**src/design/i2c_trig_pkg.sv**
```systemverilog
// Constants, register map and encodings of the I2C trigger decoder.
// Assumes a 32-bit classic Wishbone bus with byte addresses.
package i2c_trig_pkg;
    // ----------------------------------------------------------------
    // Register map
    // ----------------------------------------------------------------
    localparam int ADR_W = 8;
    localparam logic [7:0] OFS_CTRL = 8'h00;
    localparam logic [7:0] OFS_ADDR = 8'h04;
    localparam logic [7:0] OFS_PAT_LO0 = 8'h08;
    localparam logic [7:0] OFS_PAT_LO1 = 8'h0C;
    localparam logic [7:0] OFS_PAT_HI0 = 8'h10;
    localparam logic [7:0] OFS_PAT_HI1 = 8'h14;
    localparam logic [7:0] OFS_STATUS = 8'h18;
    localparam logic [7:0] OFS_FRAME = 8'h1C;
    localparam logic [7:0] OFS_FSTART = 8'h20;
    localparam logic [7:0] OFS_FADDR = 8'h24;
    localparam logic [7:0] OFS_RATE = 8'h28;
    localparam logic [7:0] OFS_BYTE = 8'h40;
    localparam logic [7:0] OFS_ACKT = 8'h60;
    // ----------------------------------------------------------------
    // Control fields
    // ----------------------------------------------------------------
    localparam int CTRL_MODE = 0;
    localparam int CTRL_W10 = 3;
    localparam int CTRL_DIR = 4;
    localparam int CTRL_NA_A = 6;
    localparam int CTRL_NA_W = 7;
    localparam int CTRL_NA_R = 8;
    localparam int CTRL_ACOND = 9;
    localparam int CTRL_DCOND = 11;
    localparam int CTRL_RUN = 13;
    localparam int CTRL_SKIP = 16;
    localparam int CTRL_LEN = 24;
    localparam logic [31:0] CTRL_RESET = 32'h0100_2000;
    localparam int ADDR_UPPER = 16;
    localparam int LOG_DEPTH = 8;
    localparam logic [4:0] TEN_BIT_PREFIX = 5'h1E;
    localparam logic [3:0] BITS_PER_BYTE = 4'h8;
    // ----------------------------------------------------------------
    // Encodings
    // ----------------------------------------------------------------
    typedef enum logic [2:0] {
        MODE_START = 3'h0, MODE_RSTART = 3'h1, MODE_STOP = 3'h2, MODE_NOACK = 3'h3,
        MODE_ADDR = 3'h4, MODE_DATA = 3'h5, MODE_ADDR_DATA = 3'h6
    } mode_t;
    typedef enum logic [1:0] {
        COND_EQUAL = 2'h0, COND_IN = 2'h1, COND_OUT = 2'h2
    } cond_t;
    typedef enum logic [1:0] {
        DIR_WRITE = 2'h0, DIR_READ = 2'h1, DIR_EITHER = 2'h2
    } dir_t;
    typedef enum logic [2:0] {
        ST_IDLE = 3'h1, ST_BITS = 3'h2, ST_ACK = 3'h4
    } fsm_t;
endpackage

```
**src/design/i2c_protocol_trigger_decoder.sv**
```systemverilog
// Passive I2C monitor: trigger generation and frame log, Wishbone slave.
// Assumes sda/scl are thresholded levels from outside the clock domain.
//
// Local design decisions: the Wishbone interface to the registers and the placing of the registers.
`timescale 1ns/1ps
module i2c_protocol_trigger_decoder #(
    parameter int TIME_W = 32
) (
    input wire logic clk_sys,
    input wire logic rst,
    input wire logic sda,
    input wire logic scl,
    input wire logic wb_cyc,
    input wire logic wb_stb,
    input wire logic wb_we,
    input wire logic [i2c_trig_pkg::ADR_W-1:0] wb_adr,
    input wire logic [31:0] wb_dat_w,
    input wire logic [3:0] wb_sel,
    output logic [31:0] wb_dat_r,
    output logic wb_ack,
    output logic trigger,
    output logic frame_active
);
    import i2c_trig_pkg::*;

    // ----------------------------------------------------------------
    // State
    // ----------------------------------------------------------------
    typedef struct packed {
        logic sda_m, sda_s, sda_d, scl_m, scl_s, scl_d;
        fsm_t st;
        logic [3:0] bit_cnt;
        logic [7:0] shift;
        logic ack_low, ack_seen, busy;
        logic [3:0] byte_num;
        logic [7:0] data_idx;
        logic addr_done, addr_ok, data_ok, data_hit, pend10, is10, dir;
        logic [9:0] addr;
        logic [31:0] ctrl, addr_cfg;
        logic [63:0] pat_lo, pat_hi;
        logic [TIME_W-1:0] now, fstart, scl_last, rate;
        logic [15:0] findex, trig_cnt;
        logic incomplete;
        logic [LOG_DEPTH-1:0][8:0] blog;
        logic [LOG_DEPTH-1:0][TIME_W-1:0] tlog;
        logic trig, ack;
        logic [31:0] rdata;
    } regs_t;

    regs_t s, next_s;

    // ----------------------------------------------------------------
    // Helpers
    // ----------------------------------------------------------------
    function automatic logic in_cond(input logic [9:0] v, input logic [9:0] lo,
                                     input logic [9:0] hi, input logic [1:0] c);
        logic inside_r;
        inside_r = (v >= lo) && (v <= hi);
        case (c)
            COND_EQUAL: in_cond = (v == lo);
            COND_IN: in_cond = inside_r;
            COND_OUT: in_cond = !inside_r;
            default: in_cond = 1'h0;
        endcase
    endfunction

    // Byte k of an msb-first pattern of len bytes
    function automatic logic [7:0] pat_byte(input logic [63:0] p, input logic [3:0] len,
                                            input logic [7:0] k);
        logic [5:0] sh;
        sh = {3'(len - 4'h1 - k[3:0]), 3'h0};
        pat_byte = 8'(p >> sh);
    endfunction

    function automatic logic [31:0] merge(input logic [31:0] old, input logic [31:0] d,
                                          input logic [3:0] sel);
        merge = old;
        for (int i = 0; i < 4; i++) begin
            if (sel[i]) begin
                merge[i*8 +: 8] = d[i*8 +: 8];
            end
        end
    endfunction

    // ----------------------------------------------------------------
    // Decoded configuration and line events
    // ----------------------------------------------------------------
    logic [2:0] mode;
    logic w10, scl_hi, scl_rise, scl_fall, start_ev, stop_ev, ack_done, nack;
    logic [1:0] dir_sel;
    logic [3:0] pat_len;
    logic [7:0] skip;
    assign mode = s.ctrl[CTRL_MODE +: 3];
    assign w10 = s.ctrl[CTRL_W10];
    assign dir_sel = s.ctrl[CTRL_DIR +: 2];
    assign skip = s.ctrl[CTRL_SKIP +: 8];
    // A zero length would never complete; treat it as one byte
    assign pat_len = (s.ctrl[CTRL_LEN +: 4] == 4'h0) ? 4'h1 :
                     (s.ctrl[CTRL_LEN +: 4] > 4'h8) ? 4'h8 : s.ctrl[CTRL_LEN +: 4];
    assign scl_hi = s.scl_s && s.scl_d;
    assign scl_rise = s.scl_s && !s.scl_d;
    assign scl_fall = !s.scl_s && s.scl_d;
    assign start_ev = scl_hi && s.sda_d && !s.sda_s;
    assign stop_ev = scl_hi && !s.sda_d && s.sda_s;
    assign ack_done = (s.st == ST_ACK) && scl_fall && s.ack_seen;
    assign nack = !s.ack_low;

    // ----------------------------------------------------------------
    // Next state
    // ----------------------------------------------------------------
    always_comb begin
        logic addr_fin, a_ok, b_ok, dir_ok;
        logic [9:0] a_val;
        logic [7:0] rel;
        logic [2:0] li;
        logic [31:0] new_ctrl;
        next_s = s;
        addr_fin = 1'h0;
        a_ok = 1'h0;
        b_ok = 1'h0;
        dir_ok = 1'h0;
        a_val = s.addr;
        rel = s.data_idx - skip;
        li = s.byte_num[2:0];
        new_ctrl = s.ctrl;
        next_s.trig = 1'h0;
        next_s.ack = 1'h0;
        // Two-stage synchronisers, then one registered sample for edges
        next_s.sda_m = sda;
        next_s.sda_s = s.sda_m;
        next_s.sda_d = s.sda_s;
        next_s.scl_m = scl;
        next_s.scl_s = s.scl_m;
        next_s.scl_d = s.scl_s;
        next_s.now = s.now + 1'h1;
        if (scl_rise) begin
            next_s.rate = s.now - s.scl_last;
            next_s.scl_last = s.now;
        end
        if (start_ev) begin
            // A start while busy closes the open frame and opens a new one
            if (mode == MODE_START || (mode == MODE_RSTART && s.busy)) begin
                next_s.trig = 1'h1;
            end
            next_s.busy = 1'h1;
            next_s.st = ST_BITS;
            next_s.bit_cnt = 4'h0;
            next_s.byte_num = 4'h0;
            next_s.data_idx = 8'h00;
            next_s.addr_done = 1'h0;
            next_s.addr_ok = 1'h0;
            next_s.data_ok = 1'h1;
            next_s.data_hit = 1'h0;
            next_s.pend10 = 1'h0;
            next_s.is10 = 1'h0;
            next_s.incomplete = 1'h0;
            next_s.findex = s.findex + 16'h1;
            next_s.fstart = s.now;
        end else if (stop_ev) begin
            if (mode == MODE_STOP) begin
                next_s.trig = 1'h1;
            end
            next_s.busy = 1'h0;
            next_s.st = ST_IDLE;
        end else begin
            case (s.st)
                ST_IDLE: begin
                    next_s.st = ST_IDLE;
                end
                ST_BITS: begin
                    if (scl_rise) begin
                        next_s.shift = {s.shift[6:0], s.sda_s};
                        next_s.bit_cnt = s.bit_cnt + 4'h1;
                    end
                    if (scl_fall && s.bit_cnt == BITS_PER_BYTE) begin
                        next_s.st = ST_ACK;
                        next_s.ack_low = 1'h0;
                        next_s.ack_seen = 1'h0;
                        if (s.ctrl[CTRL_RUN] && !s.byte_num[3]) begin
                            next_s.tlog[li] = s.now;
                        end
                    end
                end
                ST_ACK: begin
                    if (s.scl_s && !s.sda_s) begin
                        next_s.ack_low = 1'h1;
                    end
                    if (scl_rise) begin
                        next_s.ack_seen = 1'h1;
                    end
                    if (ack_done) begin
                        next_s.st = ST_BITS;
                        next_s.bit_cnt = 4'h0;
                        if (s.byte_num != 4'hF) begin
                            next_s.byte_num = s.byte_num + 4'h1;
                        end
                        if (s.ctrl[CTRL_RUN] && !s.byte_num[3]) begin
                            next_s.blog[li] = {nack, s.shift};
                        end
                        if (!s.addr_done) begin
                            if (mode == MODE_NOACK && nack && s.ctrl[CTRL_NA_A]) begin
                                next_s.trig = 1'h1;
                            end
                            if (s.pend10) begin
                                next_s.addr[7:0] = s.shift;
                                next_s.pend10 = 1'h0;
                                addr_fin = 1'h1;
                            end else if (w10 && s.shift[7:3] == TEN_BIT_PREFIX) begin
                                next_s.is10 = 1'h1;
                                next_s.addr[9:8] = s.shift[2:1];
                                next_s.dir = s.shift[0];
                                // Read form repeats only the upper bits; low byte kept
                                next_s.pend10 = !s.shift[0];
                                addr_fin = s.shift[0];
                            end else begin
                                next_s.addr = {3'h0, s.shift[7:1]};
                                next_s.dir = s.shift[0];
                                addr_fin = 1'h1;
                            end
                        end else begin
                            if (mode == MODE_NOACK && nack &&
                                ((!s.dir && s.ctrl[CTRL_NA_W]) ||
                                 (s.dir && s.ctrl[CTRL_NA_R]))) begin
                                next_s.trig = 1'h1;
                            end
                            if (s.data_idx >= skip && rel < 8'(pat_len) && s.data_ok) begin
                                b_ok = in_cond({2'h0, s.shift},
                                               {2'h0, pat_byte(s.pat_lo, pat_len, rel)},
                                               {2'h0, pat_byte(s.pat_hi, pat_len, rel)},
                                               s.ctrl[CTRL_DCOND +: 2]);
                                next_s.data_ok = b_ok;
                                if (b_ok && rel == 8'(pat_len - 4'h1)) begin
                                    next_s.data_hit = 1'h1;
                                    if (mode == MODE_DATA ||
                                        (mode == MODE_ADDR_DATA && s.addr_ok)) begin
                                        next_s.trig = 1'h1;
                                    end
                                end
                            end
                            if (s.data_idx != 8'hFF) begin
                                next_s.data_idx = s.data_idx + 8'h01;
                            end
                        end
                    end
                end
                default: begin
                    next_s.st = ST_IDLE;
                end
            endcase
        end
        if (addr_fin) begin
            next_s.addr_done = 1'h1;
            a_val = next_s.addr;
            dir_ok = (dir_sel == DIR_EITHER) ||
                     (dir_sel == DIR_READ && next_s.dir) ||
                     (dir_sel == DIR_WRITE && !next_s.dir);
            // Seven-bit mode masks the pattern to seven bits
            a_ok = (next_s.is10 == w10) && dir_ok &&
                   in_cond(a_val, w10 ? s.addr_cfg[9:0] : {3'h0, s.addr_cfg[6:0]},
                           w10 ? s.addr_cfg[ADDR_UPPER +: 10] :
                                 {3'h0, s.addr_cfg[ADDR_UPPER +: 7]},
                           s.ctrl[CTRL_ACOND +: 2]);
            next_s.addr_ok = a_ok;
            if (mode == MODE_ADDR && a_ok) begin
                next_s.trig = 1'h1;
            end
        end
        if (next_s.trig) begin
            next_s.trig_cnt = s.trig_cnt + 16'h1;
        end
        // Wishbone slave: ack one cycle after request, write at acked edge
        if (wb_cyc && wb_stb && !s.ack) begin
            next_s.ack = 1'h1;
            next_s.rdata = 32'h0;
            if (wb_adr[7:5] == OFS_BYTE[7:5]) begin
                next_s.rdata = {23'h0, s.blog[wb_adr[4:2]]};
            end else if (wb_adr[7:5] == OFS_ACKT[7:5]) begin
                next_s.rdata = 32'(s.tlog[wb_adr[4:2]]);
            end else begin
                case (wb_adr)
                    OFS_CTRL: next_s.rdata = s.ctrl;
                    OFS_ADDR: next_s.rdata = s.addr_cfg;
                    OFS_PAT_LO0: next_s.rdata = s.pat_lo[31:0];
                    OFS_PAT_LO1: next_s.rdata = s.pat_lo[63:32];
                    OFS_PAT_HI0: next_s.rdata = s.pat_hi[31:0];
                    OFS_PAT_HI1: next_s.rdata = s.pat_hi[63:32];
                    OFS_STATUS: next_s.rdata = {14'h0, s.data_hit, s.busy, s.trig_cnt};
                    OFS_FRAME: next_s.rdata = {12'h0, s.incomplete, s.addr_ok, s.dir,
                                               s.is10, s.findex};
                    OFS_FSTART: next_s.rdata = 32'(s.fstart);
                    OFS_FADDR: next_s.rdata = {22'h0, s.addr};
                    OFS_RATE: next_s.rdata = 32'(s.rate);
                    default: next_s.rdata = 32'h0;
                endcase
            end
        end
        if (s.ack && wb_cyc && wb_stb && wb_we) begin
            case (wb_adr)
                OFS_CTRL: begin
                    new_ctrl = merge(s.ctrl, wb_dat_w, wb_sel);
                    next_s.ctrl = new_ctrl;
                    if (s.busy && s.ctrl[CTRL_RUN] && !new_ctrl[CTRL_RUN]) begin
                        next_s.incomplete = 1'h1;
                    end
                end
                OFS_ADDR: next_s.addr_cfg = merge(s.addr_cfg, wb_dat_w, wb_sel);
                OFS_PAT_LO0: next_s.pat_lo[31:0] = merge(s.pat_lo[31:0], wb_dat_w, wb_sel);
                OFS_PAT_LO1: next_s.pat_lo[63:32] = merge(s.pat_lo[63:32], wb_dat_w, wb_sel);
                OFS_PAT_HI0: next_s.pat_hi[31:0] = merge(s.pat_hi[31:0], wb_dat_w, wb_sel);
                OFS_PAT_HI1: next_s.pat_hi[63:32] = merge(s.pat_hi[63:32], wb_dat_w, wb_sel);
                default: next_s.ctrl = s.ctrl;
            endcase
        end
    end

    always_ff @(posedge clk_sys) begin
        if (rst) begin
            s <= '0;
            s.ctrl <= CTRL_RESET;
            s.st <= ST_IDLE;
            s.data_ok <= 1'h1;
            // Idle-high lines, so release gives no false edge
            s.sda_m <= 1'h1;
            s.sda_s <= 1'h1;
            s.sda_d <= 1'h1;
            s.scl_m <= 1'h1;
            s.scl_s <= 1'h1;
            s.scl_d <= 1'h1;
        end else begin
            s <= next_s;
        end
    end

    assign wb_dat_r = s.rdata;
    assign wb_ack = s.ack;
    assign trigger = s.trig;
    assign frame_active = s.busy;
endmodule

```
**config.mk**
```make
export PLATFORM = sky130hd
export DESIGN_NAME = i2c_protocol_trigger_decoder
export DESIGN_NICKNAME = d
export VERILOG_FILES = /design/src/design/i2c_trig_pkg.sv /design/src/design/i2c_protocol_trigger_decoder.sv
export SDC_FILE = /design/constraint.sdc
export NUM_CORES = 2
export LEC_CHECK = 0
export BUFFER_PORTS_ARGS = -buffer_cell sky130_fd_sc_hd__buf_2
export CAP_MARGIN = 20
export CORE_MARGIN = 2
export CORE_UTILIZATION = 40
export CTS_BUF_LIST = sky130_fd_sc_hd__clkbuf_2 sky130_fd_sc_hd__clkbuf_4 sky130_fd_sc_hd__clkbuf_8
export DETAILED_ROUTE_END_ITERATION = 12
export REMOVE_ABC_BUFFERS = 1
export SYNTH_ARGS = -nofsm -noshare
export SYNTH_HDL_FRONTEND = slang
export SYNTH_SLANG_ARGS = --single-unit
export TNS_END_PERCENT = 20
```
**constraint.sdc**
```tcl
create_clock -name clk_sys -period 6.55 [get_ports clk_sys]
set_input_delay 0.655 -clock clk_sys [delete_from_list [all_inputs] [get_ports clk_sys]]
set_output_delay 0.655 -clock clk_sys [all_outputs]
set_load 0.01 [all_outputs]
```
==> results.json <==
{
  "status": "finished clean",
  "die_x_um": 305,
  "post_cts_buffers": 0,
  "synth_edf_count": 0,
  "overflow": 0,
  "wl_um": 127000,
  "maxSlewHeadroom": 0.243,
  "cts_tree": "yes",
  "p_leak_nw": 13.9,
  "arrival_ns": 6.39,
  "grt_util_all_layers": 0.265,
  "critPathMaxFanout": 24,
  "critPathCaptureType": "register",
  "rows": 110,
  "clock_skew_ns": 0.0524,
  "regToRegStartpoint": "s[732]",
  "worst_slack_ns": 0.813,
  "setup_viol": 0,
  "p_seq_frac": 0.484,
  "rsz0062_at_grt": "no",
  "fin_util": 0.447,
  "clock_path_buffers": 3,
  "synth_top_area_frac": 0.423,
  "die_area_um2": 93300,
  "worst-r2r-setup-slack_ns": 0.81,
  "placed_cells": 5322,
  "postLayoutCellArea_um2": 40200,
  "drive_gt1_frac": 0.123,
  "vias_per_cell": 5.79,
  "synthMostInstantiatedCell": "nand2_1",
  "dpl_cell_area_um2": 37400,
  "fill_cells": 9011,
  "post-place-ws_ns": 0.921,
  "syn-instance-count": 4371,
  "ios": 86,
  "power_mw": 9.73,
  "syn_avg_cell_area_um2": 8.32,
  "clockPowerShare": 0.478,
  "worstMarginPinSlew_ns": 1.14,
  "startpoint_type": "register",
  "fin_crit_ns": 5.74,
  "fin_setup_tns_ns": 0,
  "post-route-drc-count": 0,
  "path_clk_slew_ns": 0.06,
  "path_cells": "inv_1 > ha_1 > inv_1 > fa_1 > fa_2 > buf_12 > mux4_2 > mux2i_1 > ha_1 > nand4_1 > nand2b_1 > a21oi_1 > o41a_1 > nand2_1 > nor4b_1 > a211oi_2 > buf_4 > nor4_1 > mux2_2",
  "clock.fmax_mhz": 174,
  "worstPathRequired_ns": 7.21,
  "hold-path-cell-count": 2,
  "first_iter_violations": 3592,
  "p_per_area_nw_per_um2": 242,
  "place_congestion": 0.944,
  "min_from": "sda",
  "drtPass1Iterations": 8,
  "rr_endpoint": "s[373]",
  "cts_sinks": 768,
  "start_util": 0.404,
  "ff2ff_path_depth": 19,
  "cts_buffers": 135,
  "multi_input_area_um2": 19300,
  "pwr-share-comb": 0.038,
  "layout.nets": 4426,
  "power_switching_mw": 2.35,
  "ant_nets": 0,
  "critPathMaxStageDelay_ns": 0.87,
  "antenna_found_initial": 10,
  "core_um2": 90000,
  "drv_cap": 0,
  "die-height_um": 305,
  "ys.flop_type": "dfxtp_1",
  "synth_cell_types": 70,
  "yosys.area.top_type": "dfxtp_1",
  "synth_area_um2": 36300,
  "yosysSeqAreaShare": 0.423,
  "critPathSlowestCell": "fa_2",
  "finalCritPeriodShare": 0.876,
  "port_buffers": 85,
  "ctsResizeCount": 0,
  "synth.area.top_cells": "dfxtp_1, nand2_1, a21oi_1",
  "hold_end": "next_s[766]",
  "grt_pass1_vias": 29900,
  "instances_no_fill": 5552,
  "area_growth_pct": 10.7,
  "ys_warn_count": 0,
  "wl_per_cell_um": 22.8,
  "cts_root_buffer": "clkbuf_8",
  "grt_max_degree": 188,
  "htreeDepth": 4,
  "via_count": 32100,
  "hpwl_um": 84400,
  "synthTopCellsByCount": "nand2_1, dfxtp_1, a21oi_1",
  "whs_ns": 0.154,
  "p_int_mw": 7.38,
  "regArea_um2": 15400,
  "ctsHoldBuffers": 0,
  "async_flop_share": 0,
  "hold_path.class": "input port to register",
  "p_sw_frac": 0.241,
  "synth-seq-cells": 768,
  "hold_violations": 0,
  "maxSlewViolCount": 0,
  "grt_pass1_wl_um": 190000,
  "criticalPathCategory": "register to register",
  "ir_drop_mv": 0.118,
  "insertion_delay_ns": 0.81
}
-- logic make-up after synthesis --
logic type | after synthesis | synth area share
XOR/XNOR | 77 | 0.0186
AO/OA/AOI/OAI | 962 | 0.155
multiplexers | 281 | 0.117
adder cells (fa/ha/maj) | 91 | 0.0319
flip-flops | 768 | 0.423
AND/OR/NAND/NOR | 1745 | 0.205
buffers and inverters | 447 | 0.0499
-- cells in the final DEF, fill, tap and decap left out, types with 14 or more instances in the layout --
cell      netlist  routed
nand2_1       991     991
dfxtp_1       768     768
a21oi_1       626     626
nor2_1        290     276
nand3_1       235     231
clkbuf_8        0     164
mux2i_1       157     157
mux4_2        114     114
ha_1           88      88
buf_2           6      81
a22oi_1        80      80
o21ai_0        78      77
inv_1          76      76
buf_4          32      58
xor2_1         51      50
nor3_1         40      37
clkbuf_4        0      37
nor2b_1        29      28
nand2b_1       28      27
a222oi_1       27      27
xnor2_1        26      26
nand4_1        25      25
or3_1          19      19
a22o_1         18      18
a221oi_1       18      18
a211oi_1       16      16
a21o_1         16      16
and3_1         15      14
-- power groups by stage --
| stage | Sequential (mW) | Clock [mW] | Combinational [mW] |
|---|---|---|---|
| after floorplan | 4.80 | 0 | 0.133 |
| after global placement | 4.81 | 0 | 0.370 |
| after detailed placement | 4.81 | 0 | 0.371 |
| after CTS | 4.71 | 4.73 | 0.372 |
| after global routing | 4.71 | 4.94 | 0.400 |
| final | 4.71 | 4.65 | 0.374 |
-- area by class of cell --
class,count,share of cell area
Tap cell,1176,0.0366
Timing Repair Buffer,147,0.0245
Multi-Input combinational cell,3156,0.480
Sequential cell,768,0.382
Clock buffer,201,0.0630
Antenna cell,5,0.000311
Clock inverter,23,0.00619
Inverter,76,0.00709
-- registers in the layout, indices dropped and copies added, names as in the netlist --
signal        cells
s               724
wb_dat_r         32
next_s            4
mode              3
dir_sel           2
frame_active      1
trigger           1
wb_ack            1
-- critical path, delay by kind of cell (launching register included) --
family | cells | cell delay [ns]
AO/OA/AOI/OAI | 3 | 0.49
multiplexers | 3 | 1.13
AND/OR/NAND/NOR | 5 | 1.02
buffers and inverters | 4 | 0.65
adder cells (fa/ha/maj) | 4 | 1.87
flip-flops | 1 | 0.40
-- routing by layer --
layer | share of wire | track usage | vias to the layer above
li1 | - | - | 15000
met1 | 0.44 | 0.368 | 15500
met2 | 0.45 | 0.410 | 1317
met3 | 0.082 | 0.0501 | 239
met4 | 0.033 | 0.0979 | 2
met5 | 0.000071 | 0 | -
-- worst max-delay path by stage --
stage | from | endpoint | cells past startpoint
after detailed placement | s[732] | s[373] | 19
final | s[732] | s[373] | 19
after global placement | s[732] | s[373] | 19
after CTS | s[732] | s[373] | 19
after floorplan | s[732] | s[368] | 17
after global routing | s[732] | s[373] | 19
(Power assumes the default switching activity.)
